## src/hw/pcfc_pkg.sv

```systemverilog
// Purpose: Shared constants for the pixel clock counter and far-end capability registers.
// Assumes: REF_CLK at 200 MHz; the oscillator period is a whole number of REF_CLK periods.
// Notes:   Offsets are register indices on the serial control bus register port.
package pcfc_pkg;

    // Register offsets.
    localparam logic [7:0] PCFC_OFS_FREQ_CNT = 8'h1f;
    localparam logic [7:0] PCFC_OFS_CAP1     = 8'h20;

    // Values after reset.
    localparam logic [7:0] PCFC_RST_FREQ_CNT = 8'h00;
    localparam logic [7:0] PCFC_RST_CAP1     = 8'h00;

    // Capability register field positions.
    localparam int PCFC_BIT_HOLD      = 7;
    localparam int PCFC_BIT_FREQ_TRN  = 5;
    localparam int PCFC_BIT_EQ_TRN    = 4;
    localparam int PCFC_BIT_TWO_LINK  = 3;
    localparam int PCFC_BIT_CHANNEL   = 2;
    localparam int PCFC_BIT_WIDE_VID  = 1;
    localparam int PCFC_BIT_FWD_PIN   = 0;

    // Bits that the control channel may load, and bits that exist at all.
    localparam logic [7:0] PCFC_CAP_LOAD_MASK = 8'h3f & ~8'h40;
    localparam logic [7:0] PCFC_CAP_RW_MASK   = 8'hbf;

    // Timing: oscillator period and the clock period, both in ns.
    localparam int PCFC_OSC_PERIOD_NS = 40;
    localparam int PCFC_CLK_PERIOD_NS = 5;
    localparam int PCFC_OSC_CYCLES    = (PCFC_OSC_PERIOD_NS + PCFC_CLK_PERIOD_NS - 1) / PCFC_CLK_PERIOD_NS;

    // Saturation value of the edge counter.
    localparam logic [7:0] PCFC_CNT_MAX = 8'hff;

    // Measurement states.
    typedef enum logic [0:0]
    {
        PCFC_IDLE    = 1'b0,
        PCFC_MEASURE = 1'b1
    } pcfc_state_e;

endpackage

```

## src/hw/pcfc_meas_if.sv

```systemverilog
// Purpose: Carries the start request and result between the register bank and the frequency meter.
// Assumes: Both ends run on REF_CLK.
// Notes:   start is a one-cycle pulse that carries interval.
`timescale 1ns/10ps
interface pcfc_meas_if;
    logic       start;
    logic [7:0] interval;
    logic [7:0] count;
    logic       busy;

    modport bank  (output start, output interval, input count, input busy);
    modport meter (input start, input interval, output count, output busy);
endinterface

```

## src/hw/pcfc_freq_meter.sv

```systemverilog
// Purpose: Counts rising edges of the sampled pixel clock during a window of oscillator periods.
// Assumes: PIX_CLK is sampled on REF_CLK, so it must run below half of REF_CLK.
// Notes:   The count restarts from zero on every start pulse.
`timescale 1ns/10ps
module pcfc_freq_meter
    import pcfc_pkg::*;
(
    input  wire logic   clk,
    input  wire logic   rst_n,
    input  wire logic   pix_clk,
    pcfc_meas_if.meter  meas
);
    localparam int WIN_W = 8 + $clog2(PCFC_OSC_CYCLES + 1);

    pcfc_state_e        state_r;
    pcfc_state_e        state_nxt;
    logic [WIN_W-1:0]   win_r;
    logic [WIN_W-1:0]   win_nxt;
    logic [7:0]         cnt_r;
    logic [7:0]         cnt_nxt;
    logic               pix_d_r;
    wire                pix_rise;
    wire                win_last;
    wire [WIN_W-1:0]    win_len;

    // Window length is the written value times the oscillator period in clocks.
    assign win_len  = WIN_W'(meas.interval) * WIN_W'(PCFC_OSC_CYCLES);
    assign pix_rise = pix_clk & ~pix_d_r;
    assign win_last = (win_r == WIN_W'(1));
    assign meas.count = cnt_r;
    assign meas.busy  = (state_r == PCFC_MEASURE);

    // Next state and counters of the measurement.
    always_comb
    begin
        state_nxt = state_r;
        win_nxt   = win_r;
        cnt_nxt   = cnt_r;
        case (state_r)
            PCFC_IDLE:
            begin
                win_nxt = win_r;
            end
            PCFC_MEASURE:
            begin
                if (pix_rise && cnt_r != PCFC_CNT_MAX)
                begin
                    cnt_nxt = cnt_r + 8'h01;
                end
                win_nxt = win_r - WIN_W'(1);
                if (win_last)
                begin
                    state_nxt = PCFC_IDLE;
                end
            end
            default:
            begin
                state_nxt = PCFC_IDLE;
            end
        endcase
        if (meas.start)
        begin
            cnt_nxt   = 8'h00;
            win_nxt   = win_len;
            state_nxt = (win_len == '0) ? PCFC_IDLE : PCFC_MEASURE;
        end
    end

    // State registers.
    always_ff @(posedge clk or negedge rst_n)
    begin
        if (!rst_n)
        begin
            state_r <= PCFC_IDLE;
            win_r   <= '0;
            cnt_r   <= PCFC_RST_FREQ_CNT;
            pix_d_r <= 1'b0;
        end
        else
        begin
            state_r <= state_nxt;
            win_r   <= win_nxt;
            cnt_r   <= cnt_nxt;
            pix_d_r <= pix_clk;
        end
    end
endmodule

```

## src/hw/pcfc_top.sv

```systemverilog
// Purpose: Pixel clock frequency counter register and first far-end capability register.
// Assumes: The serial control bus decoder presents one register access per strobe on REF_CLK.
// Notes:   Only the two registers at 0x1f and 0x20 hold data; reads of other addresses are answered with zero.
//
// Overview of operation
// - A write to the counter register starts a window in which rising pixel clock edges are counted.
// - The window lasts the written 8-bit value times the 40 ns oscillator period.
// - A read of the counter register returns the edge count of the latest window, not the written value.
// - The edge count stops at 0xff and never wraps.
// - While the hold bit 7 is set the control channel loads nothing and written values stay.
// - With bit 5 set the REQUEST_FREQ_TRAINING output is high to ask for the frequency training pattern.
// - With bit 4 set the REQUEST_EQ_TRAINING output is high to ask for the equalization training pattern.
// - After receiver lock the control channel updates the capability fields unless held.
// - Bit 3 tells whether the far-end receiver can run over two links.
// - Bit 2 gives the channel role, zero for primary channel 0 and one for secondary channel 1.
// - Bit 1 flags 24-bit video with high-definition audio and bit 0 flags forward frame pin support.
`timescale 1ns/10ps
module pcfc_top
    import pcfc_pkg::*;
(
    input  wire logic       REF_CLK,
    input  wire logic       RESETN,
    input  wire logic       PIX_CLK,
    input  wire logic [7:0] REG_ADDR,
    input  wire logic       REG_WR,
    input  wire logic [7:0] REG_WDATA,
    input  wire logic       REG_RD,
    output logic      [7:0] REG_RDATA,
    output logic            REG_RVALID,
    input  wire logic       RX_LOCK,
    input  wire logic       CHAN_CAP_VALID,
    input  wire logic [7:0] CHAN_CAP,
    output logic            REQUEST_FREQ_TRAINING,
    output logic            REQUEST_EQ_TRAINING,
    output logic            TWO_LINK_CAPABLE,
    output logic            SECONDARY_CHANNEL,
    output logic            WIDE_VIDEO_WITH_HD_SOUND,
    output logic            FORWARD_FRAME_PIN_SUPPORT,
    output logic            FREQ_MEASURE_BUSY
);
    pcfc_meas_if meas ();

    logic [7:0] cap_r;
    logic [7:0] cap_nxt;
    logic [7:0] rdata_r;
    logic       rvalid_r;
    logic       busy_r;
    wire        sel_cnt;
    wire        sel_cap;
    wire        wr_cnt;
    wire        wr_cap;
    wire        chan_load;
    wire [7:0]  rd_mux;

    // Address decode and write strobes.
    assign sel_cnt = (REG_ADDR == PCFC_OFS_FREQ_CNT);
    assign sel_cap = (REG_ADDR == PCFC_OFS_CAP1);
    assign wr_cnt  = REG_WR & sel_cnt;
    assign wr_cap  = REG_WR & sel_cap;

    // The control channel loads only after lock and only while not held.
    assign chan_load = RX_LOCK & CHAN_CAP_VALID & ~cap_r[PCFC_BIT_HOLD];

    // Read data selection; the counter register reads back the edge count.
    assign rd_mux = sel_cnt ? meas.count :
                    sel_cap ? cap_r : 8'h00;

    // Start request to the frequency meter carries the written interval.
    assign meas.start    = wr_cnt;
    assign meas.interval = REG_WDATA;

    // Capability next value; a software write in the same cycle wins over a channel load.
    always_comb
    begin
        cap_nxt = cap_r;
        if (wr_cap)
        begin
            cap_nxt = REG_WDATA & PCFC_CAP_RW_MASK;
        end
        else if (chan_load)
        begin
            cap_nxt = (cap_r & ~PCFC_CAP_LOAD_MASK) | (CHAN_CAP & PCFC_CAP_LOAD_MASK);
        end
    end

    // Register state and read answer.
    always_ff @(posedge REF_CLK or negedge RESETN)
    begin
        if (!RESETN)
        begin
            cap_r    <= PCFC_RST_CAP1;
            rdata_r  <= 8'h00;
            rvalid_r <= 1'b0;
            busy_r   <= 1'b0;
        end
        else
        begin
            cap_r    <= cap_nxt;
            rdata_r  <= REG_RD ? rd_mux : rdata_r;
            rvalid_r <= REG_RD;
            busy_r   <= meas.busy;
        end
    end

    // Outputs straight from the capability, read answer and busy flops.
    assign REQUEST_FREQ_TRAINING     = cap_r[PCFC_BIT_FREQ_TRN];
    assign REQUEST_EQ_TRAINING       = cap_r[PCFC_BIT_EQ_TRN];
    assign TWO_LINK_CAPABLE          = cap_r[PCFC_BIT_TWO_LINK];
    assign SECONDARY_CHANNEL         = cap_r[PCFC_BIT_CHANNEL];
    assign WIDE_VIDEO_WITH_HD_SOUND  = cap_r[PCFC_BIT_WIDE_VID];
    assign FORWARD_FRAME_PIN_SUPPORT = cap_r[PCFC_BIT_FWD_PIN];
    assign REG_RDATA                 = rdata_r;
    assign REG_RVALID                = rvalid_r;
    assign FREQ_MEASURE_BUSY         = busy_r;

    // Edge counter measuring the pixel clock.
    pcfc_freq_meter u_meter
    (
        .clk     (REF_CLK),
        .rst_n   (RESETN),
        .pix_clk (PIX_CLK),
        .meas    (meas)
    );
endmodule

```

## config.mk

```make
export PLATFORM = sky130hd
export DESIGN_NAME = pcfc_top
export DESIGN_NICKNAME = d
export VERILOG_FILES = /design/src/hw/pcfc_pkg.sv /design/src/hw/pcfc_meas_if.sv /design/src/hw/pcfc_freq_meter.sv /design/src/hw/pcfc_top.sv
export SDC_FILE = /design/constraint.sdc
export NUM_CORES = 1
export LEC_CHECK = 0
export BUFFER_PORTS_ARGS = -buffer_cell sky130_fd_sc_hd__buf_2
export CAP_MARGIN = 5
export CORE_MARGIN = 8
export CORE_UTILIZATION = 50
export DETAILED_ROUTE_END_ITERATION = 16
export PLACE_DENSITY = 0.75
export SLEW_MARGIN = 20
export SYNTH_ARGS = -nofsm -noshare
export SYNTH_HDL_FRONTEND = slang
export SYNTH_SLANG_ARGS = --single-unit
```

## constraint.sdc

```tcl
create_clock -name REF_CLK -period 1.98 [get_ports REF_CLK]
set_clock_uncertainty 0.05 [all_clocks]
set_input_delay 0.297 -clock REF_CLK [delete_from_list [all_inputs] [get_ports REF_CLK]]
set_output_delay 0.297 -clock REF_CLK [all_outputs]
set_load 0.005 [all_outputs]
```

==> results.yml, run 1 <==
synth:
  ys_ff_latch: 39
  post_synth_num_cell_types: 45
  syn-cell-area_um2: 2010
  synthAdderAreaFrac_pct: 1.86
  synth_top_family_by_area: "simple AND/OR/NAND/NOR gates"
  synth-compound-area-share_pct: 12.2
  ys_seq_area_share_pct: 48.4
  synth_edf_count: 0
  synth_mux_area_share_pct: 5.16
  synthFlopType: "dfrtp_1"
  postSynthCellCount: 193
  syn_area_per_cell_um2: 10.4
  synth-simple-area-share_pct: 22.2
  yosys.area.top_type_share_pct: 48.4
  synthArstFlopShare_pct: 100
  synthXorXnorAreaFrac_pct: 6.09
  syn_nets: 227
  yosysWarnings: 0
  synthTopCellsByArea: "dfrtp_1, o21ai_0, xor2_1"
  yosysTopAreaCell: "dfrtp_1"
place:
  post-place-ws_ns: 0.430
  postPlaceCellArea_um2: 2290
  io_buffers: 44
  hpwl_mm: 3.31
  globalplace.congestion: 0.817
clock_network:
  cts-resized-gates: 0
  cts_tree: "yes"
  clk-insertion-delay-late_ns: 0.29
  hold_buffers: 0
  cts_setup_buffers: 0
  cts_made_buffers: 5
  clock_path_buffers: 2
  cts_sinks: 39
  cts_max_level: 2
  clk_pin_slew_ns: 0.07
  root_buffer: "clkbuf_8"
final_layout:
  multi_input_area_um2: 957
  fill_cells: 342
  drive_gt1_share_pct: 28.9
  final_cell_area_um2: 2380
  diodes: 0
  synthToLayoutAreaGrowth_pct: 18.1
  fin_nets: 276
  seq_area_um2: 976
sta:
  fin_crit_ns: 1.56
  whs_ns: -0.000783
  worstMarginPinSlew_ns: 0.496
  rsz0062_at_grt: "false"
  hold_viol: 1
  layout_setup_ws_ns: 0.422
  fmax_mhz: 642
  final-setup-viol-count: 0
  final_max_slew_viol_count: 0
  finalSetupTns_ns: 0
  relSlewSlack_pct: 66.9
  fin_crit_sh_pct: 78.7
floorplanning:
  start_util_pct: 51.1
  die_area_um2: 6320
  chipHeight_um: 79.5
  core_um2: 3940
  die_w_um: 79.5
  row_count: 23
  ios: 47
power_and_ir_drop:
  p_leak_nw: 1.06
  powerDensity_nw_per_um2: 979
  vdd_drop_max_v: 0.000500
job:
  cap_violations: 0
critical_path:
  crit_start: "u_meter.meas.count[0]$_DFFE_PN0P_"
  worstRegToRegCells: 5
  crit_path_start_kind: "flop"
  crit_type: "flop to flop"
  reg2reg_to: "u_meter.meas.count[4]$_DFFE_PN0P_"
  arrival_ns: 1.73
  cp-end-kind: "flop"
  reg2reg_slack_ns: 0.42
  cp_max_fo: 6
  timing.rr.start: "u_meter.meas.count[0]$_DFFE_PN0P_"
  cp.required_ns: 2.15
  crit_end: "u_meter.meas.count[4]$_DFFE_PN0P_"
outcome:
  violations: "hold timing"
  outcome: "finished, violations left"
global_route:
  grt_usage_pct: 14.6
  grt_pass1_wl_mm: 7.18
  grt_antenna_before_repair: 0
  grt_max_degree: 40
  grt_pass1_vias: 1489
  overflow: 0
route:
  viasPerCell: 5.34
  detail_route.wl_per_cell_um: 14.9
  postRouteAntennaNets: 0
  drtIter0Drc: 81
  drc: 0
  vias: 1560
  routed_wirelength_mm: 4.36
  dr.pass1.iters: 4
worst_hold_path:
  hp-class: "input pin to async pin"
## synth_stat cells, types with 2 or more instances
master,n
and3_1,2
ha_1,3
nand3_1,7
a21oi_1,6
a22oi_1,7
inv_1,10
a31oi_1,2
mux2i_1,7
o211ai_1,2
nor4_1,2
and4b_1,2
nor3_4,2
nor2_1,18
xnor2_1,5
mux2_2,2
nand3b_1,2
nand2_1,14
dfrtp_1,39
nor3_1,3
buf_2,5
and4_1,2
o21ai_0,17
nor3b_1,2
xor2_1,9
nand4_1,3
## flip-flops by register name, summed over array words and instances (netlist names)
register / count
REG_RDATA: 8
cap_r: 7
u_meter.meas.count: 8
u_meter.win_r: 12
u_meter.meas.busy: 1
u_meter.pix_d_r: 1
REG_RVALID: 1
FREQ_MEASURE_BUSY: 1
## how the worst min path moves through the flow
stage	cells past startpoint	slack (ns)	end	start
2_1_floorplan	0	-0.05	FREQ_MEASURE_BUSY$_DFF_PN0_	RESETN
6_report	2	-0.0008	u_meter.meas.busy$_DFF_PN0_	RESETN
3_3_place_gp	2	0.33	u_meter.win_r[9]$_DFFE_PN0P_	RESETN
4_1_cts	2	0.02	u_meter.win_r[8]$_DFFE_PN0P_	RESETN
5_1_grt	2	0.04	u_meter.meas.busy$_DFF_PN0_	RESETN
3_5_place_dp	2	0.33	u_meter.win_r[10]$_DFFE_PN0P_	RESETN
## cell type report
| class | instances | share of cell area (%) |
|---|---|---|
| Multi-Input combinational cell | 137 | 40.2 |
| Tap cell | 50 | 2.63 |
| Sequential cell | 39 | 41.0 |
| Clock inverter | 1 | 0.210 |
| Timing Repair Buffer | 49 | 10.8 |
| Clock buffer | 6 | 3.47 |
| Inverter | 10 | 1.58 |
## cells in the final DEF, fill, tap and decap left out, types with 2 or more instances in the layout
cell and count:
a21oi_1 6, nand2_1 14, a31oi_1 2, nor3_1 3, and4_1 2, buf_2 44
clkbuf_8 6, nand4_1 3, dfrtp_1 39, nor3b_1 2, and3_1 2, nand3b_1 2
mux2i_1 7, buf_4 5, mux2_2 2, nand3_1 7, and4b_1 2, ha_1 3
xnor2_1 5, xor2_1 9, inv_1 10, o21ai_0 17, nor3_4 2, nor2_1 18
a22oi_1 7, o211ai_1 2, nor4_1 2
## through the flow
step	hold slack [ns]	cells	utilization [%]	power, mW
after CTS	0.0156	292	60.3	2.36
after detailed placement	0.334	285	58.1	1.81
final	-0.000783	292	60.3	2.33
after global routing	0.0393	292	60.3	2.49
after floorplan	-0.0486	193	-	1.60
after global placement	0.334	285	58.1	1.78
## worst max-delay path, stage by stage, from the launching register on
cell,delay (ns)
dfrtp_1,0.43
ha_1,0.29
nand4_1,0.15
o21ai_2,0.11
or3_1,0.33
a21oi_2,0.13
## per-layer routing
layer	share of wire [%]	GRT usage (%)
met5	0	0
met2	47	21.9
met4	1.8	6.67
met3	6.9	4.95
met1	45	18.5
## power breakdown
part / switching [mW] / total [mW] / internal [mW]
registers: 0.257 / 1.23 / 0.970
logic: 0.282 / 0.564 / 0.282
clock network: 0.264 / 0.538 / 0.273
total: 0.803 / 2.33 / 1.53
## cell families after synthesis
family / Yosys count
simple gates: 70
compound gates: 40
xor+xnor: 14
fa+ha+maj: 3
mux: 10
flops: 39
buf+inv: 17
Power figures use the tool's default switching activity.
==> inputs of run 2 (changes only) <==
--- a/config.mk
+++ b/config.mk
@@ -8,7 +8,7 @@
 export BUFFER_PORTS_ARGS = -buffer_cell sky130_fd_sc_hd__buf_2
 export CAP_MARGIN = 5
 export CORE_MARGIN = 8
-export CORE_UTILIZATION = 50
+export CORE_UTILIZATION = 48
 export DETAILED_ROUTE_END_ITERATION = 16
 export PLACE_DENSITY = 0.75
 export SLEW_MARGIN = 20
==> constraint.sdc (replaced) <==
create_clock -name REF_CLK -period 1.4 [get_ports REF_CLK]
set_clock_uncertainty 0.05 [all_clocks]
set_input_delay 0.21 -clock REF_CLK [delete_from_list [all_inputs] [get_ports REF_CLK]]
set_output_delay 0.21 -clock REF_CLK [all_outputs]
set_load 0.005 [all_outputs]
==> run 2 against run 1 <==
Against the previous run: the run ends with setup timing left; routed wire length up 25%; global-route usage up 2.1 points; clock power up 76%; setup slack worse by 0.48 ns; sequential cell count unchanged; combinational power up 140%; first-iteration DRC count up 22%; critical path type unchanged; largest power group unchanged.
==> results.yml, run 2 (same netlist as run 1, synthesis figures left out) <==
floorplanning:
  die_area_um2: 6530
  die_w_um: 80.8
  ios: 47
  start_util_pct: 50.0
  row_count: 23
  chipHeight_um: 80.8
  core_um2: 4030
clock_network:
  root_buffer: "clkbuf_8"
  clk-insertion-delay-late_ns: 0.30
  cts_sinks: 39
  cts_max_level: 2
  cts_tree: "yes"
  clock_path_buffers: 2
  cts_made_buffers: 5
  clk_pin_slew_ns: 0.08
power_and_ir_drop:
  p_switching_mw: 1.31
  swShare_pct: 33.3
  vdd_drop_max_v: 0.000754
  internal-power_mw: 2.63
  powerDensity_nw_per_um2: 1470
  p_comb_share_pct: 33.9
  p_leak_nw: 1.21
  power_frac_clock_pct: 24.0
  power_mw: 3.94
  pwr-share-seq_pct: 42.1
critical_path:
  cp.required_ns: 1.53
  cp_max_fo: 4
  worstRegToRegCells: 5
  timing.rr.start: "u_meter.win_r[8]$_DFFE_PN0P_"
  reg2reg_slack_ns: -0.05
  arrival_ns: 1.58
  reg2reg_to: "u_meter.win_r[11]$_DFFE_PN0P_"
  cp-end-kind: "flop"
  crit_path_start_kind: "flop"
  crit_type: "flop to flop"
final_layout:
  largest_reg_flops: 12
  fin_nets: 304
  multi_input_area_um2: 985
  seq_area_um2: 980
  drive_gt1_share_pct: 39.9
  fill_cells: 325
  largest_register: "u_meter.win_r"
  mostFrequentLayoutCell: "buf_2"
  diodes: 0
  final_cells: 321
  fin_util_pct: 66.4
  layout_common_cells: "buf_2, dfrtp_1, buf_4"
  synthToLayoutAreaGrowth_pct: 32.9
sta:
  worstMarginPinSlew_ns: 0.347
  layout_setup_ws_ns: -0.0532
  rsz0062_at_grt: "true"
  fin_crit_ns: 1.45
  final-setup-viol-count: 7
  fin_crit_sh_pct: 104
  relSlewSlack_pct: 76.8
  fmax_mhz: 688
  hold_viol: 0
  final_max_slew_viol_count: 0
route:
  vias: 1768
  dr.pass1.iters: 4
  detail_route.wl_per_cell_um: 17.0
  viasPerCell: 5.51
  drtIter0Drc: 99
  routed_wirelength_mm: 5.45
  drc: 0
  postRouteAntennaNets: 0
worst_hold_path:
  hold_start: "PIX_CLK"
  hold_depth: 1
  min_to: "u_meter.pix_d_r$_DFF_PN0_"
  hp-class: "input pin to flop"
global_route:
  grt_use_met2_pct: 27.2
  grtUsageMet3_pct: 2.76
  top_usage_layer: "met2"
  overflow: 0
  met1_usage_pct: 21.0
  grt_max_degree: 40
  grt_usage_pct: 16.7
  grt_pass1_vias: 1813
  grt_pass1_wl_mm: 8.62
  grt_antenna_before_repair: 0
place:
  hpwl_mm: 3.82
  dp.cells: 305
  globalplace.congestion: 0.834
  io_buffers: 44
outcome:
  violations: "setup timing"
  outcome: "finished, violations left"
job:
  cap_violations: 0
==> run 2: area by class of cell <==
class                   instances  share of cell area [%]
well taps                      50                    2.34
multi-input cells             137                    36.8
flip-flops and latches         39                    36.6
inverters                      10                    1.40
clock buffers                   5                    2.57
repair buffers                 77                    18.7
clock inverters                 3                    1.64
==> run 2: metal layers <==
layer	wire length (um)	part of all wire, %
met1	2230	41
met4	170	3.1
met3	360	6.6
met5	0	0
met2	2680	49
==> run 2: worst max-delay path by stage <==
stage / startpoint / to / slack [ns] / cells after the start
global route: u_meter.win_r[8]$_DFFE_PN0P_ / u_meter.win_r[11]$_DFFE_PN0P_ / -0.13 / 5
finish: u_meter.win_r[8]$_DFFE_PN0P_ / u_meter.win_r[11]$_DFFE_PN0P_ / -0.05 / 5
detailed placement: REG_ADDR[7] / u_meter.meas.count[5]$_DFFE_PN0P_ / -0.05 / 6
floorplan: u_meter.meas.count[0]$_DFFE_PN0P_ / u_meter.meas.count[4]$_DFFE_PN0P_ / 0.005 / 5
global placement: REG_ADDR[7] / u_meter.meas.count[5]$_DFFE_PN0P_ / 0.02 / 6
CTS: u_meter.meas.count[0]$_DFFE_PN0P_ / u_meter.meas.count[4]$_DFFE_PN0P_ / -0.04 / 5
==> run 2: worst max-delay path: stages, from the launching register on <==
cell     delay (ns)
dfrtp_1        0.42
nor4_4         0.39
buf_4          0.17
nand4_1        0.10
xor2_1         0.15
nor2_1         0.06
==> run 2: what timing repair did <==
action	in CTS	in global routing
gates resized for setup	5	9
setup endpoints to repair	7	17
hold endpoints to repair	39	0
hold buffers	1	0
buffers inserted	3	4
pin swaps	2	9
==> run 2: power groups by stage <==
| stage | sequential (mW) | clock [mW] | combinational, mW |
|---|---|---|---|
| after CTS | 1.64 | 0.961 | 1.26 |
| after detailed placement | 1.66 | 0 | 1.18 |
| final | 1.66 | 0.947 | 1.33 |
| after global placement | 1.64 | 0 | 1.12 |
| after global routing | 1.69 | 1.00 | 1.48 |
| after floorplan | 1.68 | 0 | 0.594 |
==> run 2: through the flow <==
stage / area, um^2 / setup WS [ns] / hold WS, ns / TNS, ns
floorplan: 2020 / 0.00533 / -0.136 / 0
CTS: 2630 / -0.0385 / 0.00547 / -0.0829
finish: 2680 / -0.0532 / 0.0106 / -0.214
global placement: 2470 / 0.0190 / 0.140 / 0
detailed placement: 2470 / -0.0492 / 0.150 / -0.175
global route: 2680 / -0.133 / 0.0193 / -0.911
==> inputs of run 3 (changes only) <==
--- a/config.mk
+++ b/config.mk
@@ -8,9 +8,9 @@
 export BUFFER_PORTS_ARGS = -buffer_cell sky130_fd_sc_hd__buf_2
 export CAP_MARGIN = 5
 export CORE_MARGIN = 8
-export CORE_UTILIZATION = 48
+export CORE_UTILIZATION = 50
 export DETAILED_ROUTE_END_ITERATION = 16
-export PLACE_DENSITY = 0.75
+export PLACE_DENSITY = 0.77
 export SLEW_MARGIN = 20
 export SYNTH_ARGS = -nofsm -noshare
 export SYNTH_HDL_FRONTEND = slang
==> constraint.sdc (replaced) <==
create_clock -name REF_CLK -period 1.6 [get_ports REF_CLK]
set_clock_uncertainty 0.05 [all_clocks]
set_input_delay 0.24 -clock REF_CLK [delete_from_list [all_inputs] [get_ports REF_CLK]]
set_output_delay 0.24 -clock REF_CLK [all_outputs]
set_load 0.005 [all_outputs]
==> run 3 against run 2 <==
Against the previous run: the run now ends clean; critical path type unchanged; routed wire length decreased by 16%; cell count down 7.8%; critical endpoint is now u_meter.win_r[8]$_DFFE_PN0P_; via count shrank 7.6%; first-iteration DRC count rose by 32%; combinational power decreased by 42%; fmax shrank 1.0%; setup slack improved by 0.18 ns.
==> results.yml, run 3 (same netlist as run 1, synthesis figures left out) <==
sta:
  rsz0062_at_grt: "false"
  hold_viol: 0
  fmax_mhz: 681
  relSlewSlack_pct: 67.5
  worstMarginPinSlew_ns: 0.487
  fin_crit_sh_pct: 91.8
  fin_crit_ns: 1.47
  whs_ns: 0.0334
  finalSetupTns_ns: 0
  final-setup-viol-count: 0
  final_max_slew_viol_count: 0
global_route:
  grt_pass1_wl_mm: 7.51
  overflow: 0
  grt_usage_pct: 15.2
  grt_max_degree: 40
  grt_pass1_vias: 1583
  grt_antenna_before_repair: 0
power_and_ir_drop:
  powerDensity_nw_per_um2: 1210
  power_frac_clock_pct: 22.0
  swShare_pct: 35.0
  power_mw: 2.93
  p_switching_mw: 1.03
  p_comb_share_pct: 26.5
  p_leak_nw: 1.07
  vdd_drop_max_v: 0.000731
  pwr-share-seq_pct: 51.6
  internal-power_mw: 1.91
critical_path:
  crit_type: "flop to flop"
  cp.required_ns: 1.73
  reg2reg_slack_ns: 0.13
  crit_start: "u_meter.win_r[0]$_DFFE_PN0P_"
  cp_max_fo: 4
  crit_path_start_kind: "flop"
  cp-end-kind: "flop"
  arrival_ns: 1.60
  timing.rr.start: "u_meter.win_r[0]$_DFFE_PN0P_"
clock_network:
  cts_max_level: 2
  cts_setup_buffers: 0
  clock_path_buffers: 2
  cts_sinks: 39
  clk-insertion-delay-late_ns: 0.30
  root_buffer: "clkbuf_8"
  cts_made_buffers: 5
  cts_tree: "yes"
  clk_pin_slew_ns: 0.07
place:
  io_buffers: 44
  hpwl_mm: 3.45
  globalplace.congestion: 0.811
worst_hold_path:
  hold_start: "PIX_CLK"
  hp-class: "input pin to flop"
floorplanning:
  core_um2: 3940
  die_area_um2: 6320
  start_util_pct: 51.1
  row_count: 23
  die_w_um: 79.5
  chipHeight_um: 79.5
  ios: 47
final_layout:
  drive_gt1_share_pct: 29.7
  synthToLayoutAreaGrowth_pct: 20.3
  mostFrequentLayoutCell: "buf_2"
  largest_register: "u_meter.win_r"
  diodes: 0
  layout_common_cells: "buf_2, dfrtp_1, nor2_1"
  fill_cells: 329
  fin_nets: 279
  largest_reg_flops: 12
  fin_util_pct: 61.5
route:
  drc: 0
  viasPerCell: 5.52
  routed_wirelength_mm: 4.56
  detail_route.wl_per_cell_um: 15.4
  drtIter0Drc: 131
  vias: 1633
  postRouteAntennaNets: 0
  dr.pass1.iters: 4
outcome:
  outcome: "finished clean"
job:
  cap_violations: 0
## run 3: path summary, 6_finish.rpt
path                                                end  depth (start not counted)
setup / recovery           u_meter.win_r[8]$_DFFE_PN0P_                          5
hold / removal                u_meter.pix_d_r$_DFF_PN0_                          1
setup reg to reg           u_meter.win_r[8]$_DFFE_PN0P_                          5
hold reg to reg                REG_RDATA[3]$_DFFE_PN0P_                          2
max in group asynchronous   u_meter.meas.busy$_DFF_PN0_                          3
min in group asynchronous  u_meter.win_r[1]$_DFFE_PN0P_                          3
## run 3: power by group through the flow
stage / registers [mW] / logic, mW / clock network (mW)
2_1_floorplan: 1.47 / 0.516 / 0
3_3_place_gp: 1.50 / 0.724 / 0
3_5_place_dp: 1.52 / 0.754 / 0
4_1_cts: 1.50 / 0.763 / 0.650
5_1_grt: 1.55 / 0.885 / 0.697
6_report: 1.51 / 0.776 / 0.644
## run 3: layer usage
layer | part of all wire [%] | wire length [um] | track usage [%] | vias up
met5 | 0 | 0 | 0 | -
met4 | 2.1 | 96 | 8.70 | 0
met3 | 8.3 | 379 | 4.17 | 7
met2 | 48 | 2210 | 23.4 | 56
met1 | 41 | 1870 | 18.6 | 784
li1 | - | - | - | 786
## run 3: stage by stage
| stage | cells | instance area (um^2) | setup WS, ns |
|---|---|---|---|
| 2_1_floorplan | 193 | 2010 | 0.159 |
| 3_3_place_gp | 287 | 2320 | 0.120 |
| 3_5_place_dp | 287 | 2320 | 0.0837 |
| 4_1_cts | 296 | 2410 | 0.0811 |
| 5_1_grt | 296 | 2420 | 0.00916 |
| 6_report | 296 | 2420 | 0.132 |
## run 3: worst max-delay path, cell delays in order, from the launching register on
cell and delay (ns):
dfrtp_1 0.44, inv_1 0.08, ha_1 0.20, nand4_1 0.13
xnor2_1 0.17, mux2_1 0.29
## run 3: cell type report
| class | count | area, um^2 | share of cell area [%] |
|---|---|---|---|
| flip-flops and latches | 39 | 977 | 40.3 |
| multi-input cells | 137 | 970 | 40.0 |
| repair buffers | 52 | 295 | 12.2 |
| clock buffers | 7 | 76.3 | 3.15 |
| well taps | 50 | 62.6 | 2.58 |
| inverters | 10 | 37.5 | 1.55 |
| clock inverters | 1 | 5.00 | 0.207 |
## run 3: timing repair
action / CTS / global route
setup endpoints to repair: 0 / 8
gates resized for setup: 0 / 3
hold buffers: 1 / 0
endpoints found under the hold margin: 39 / 0
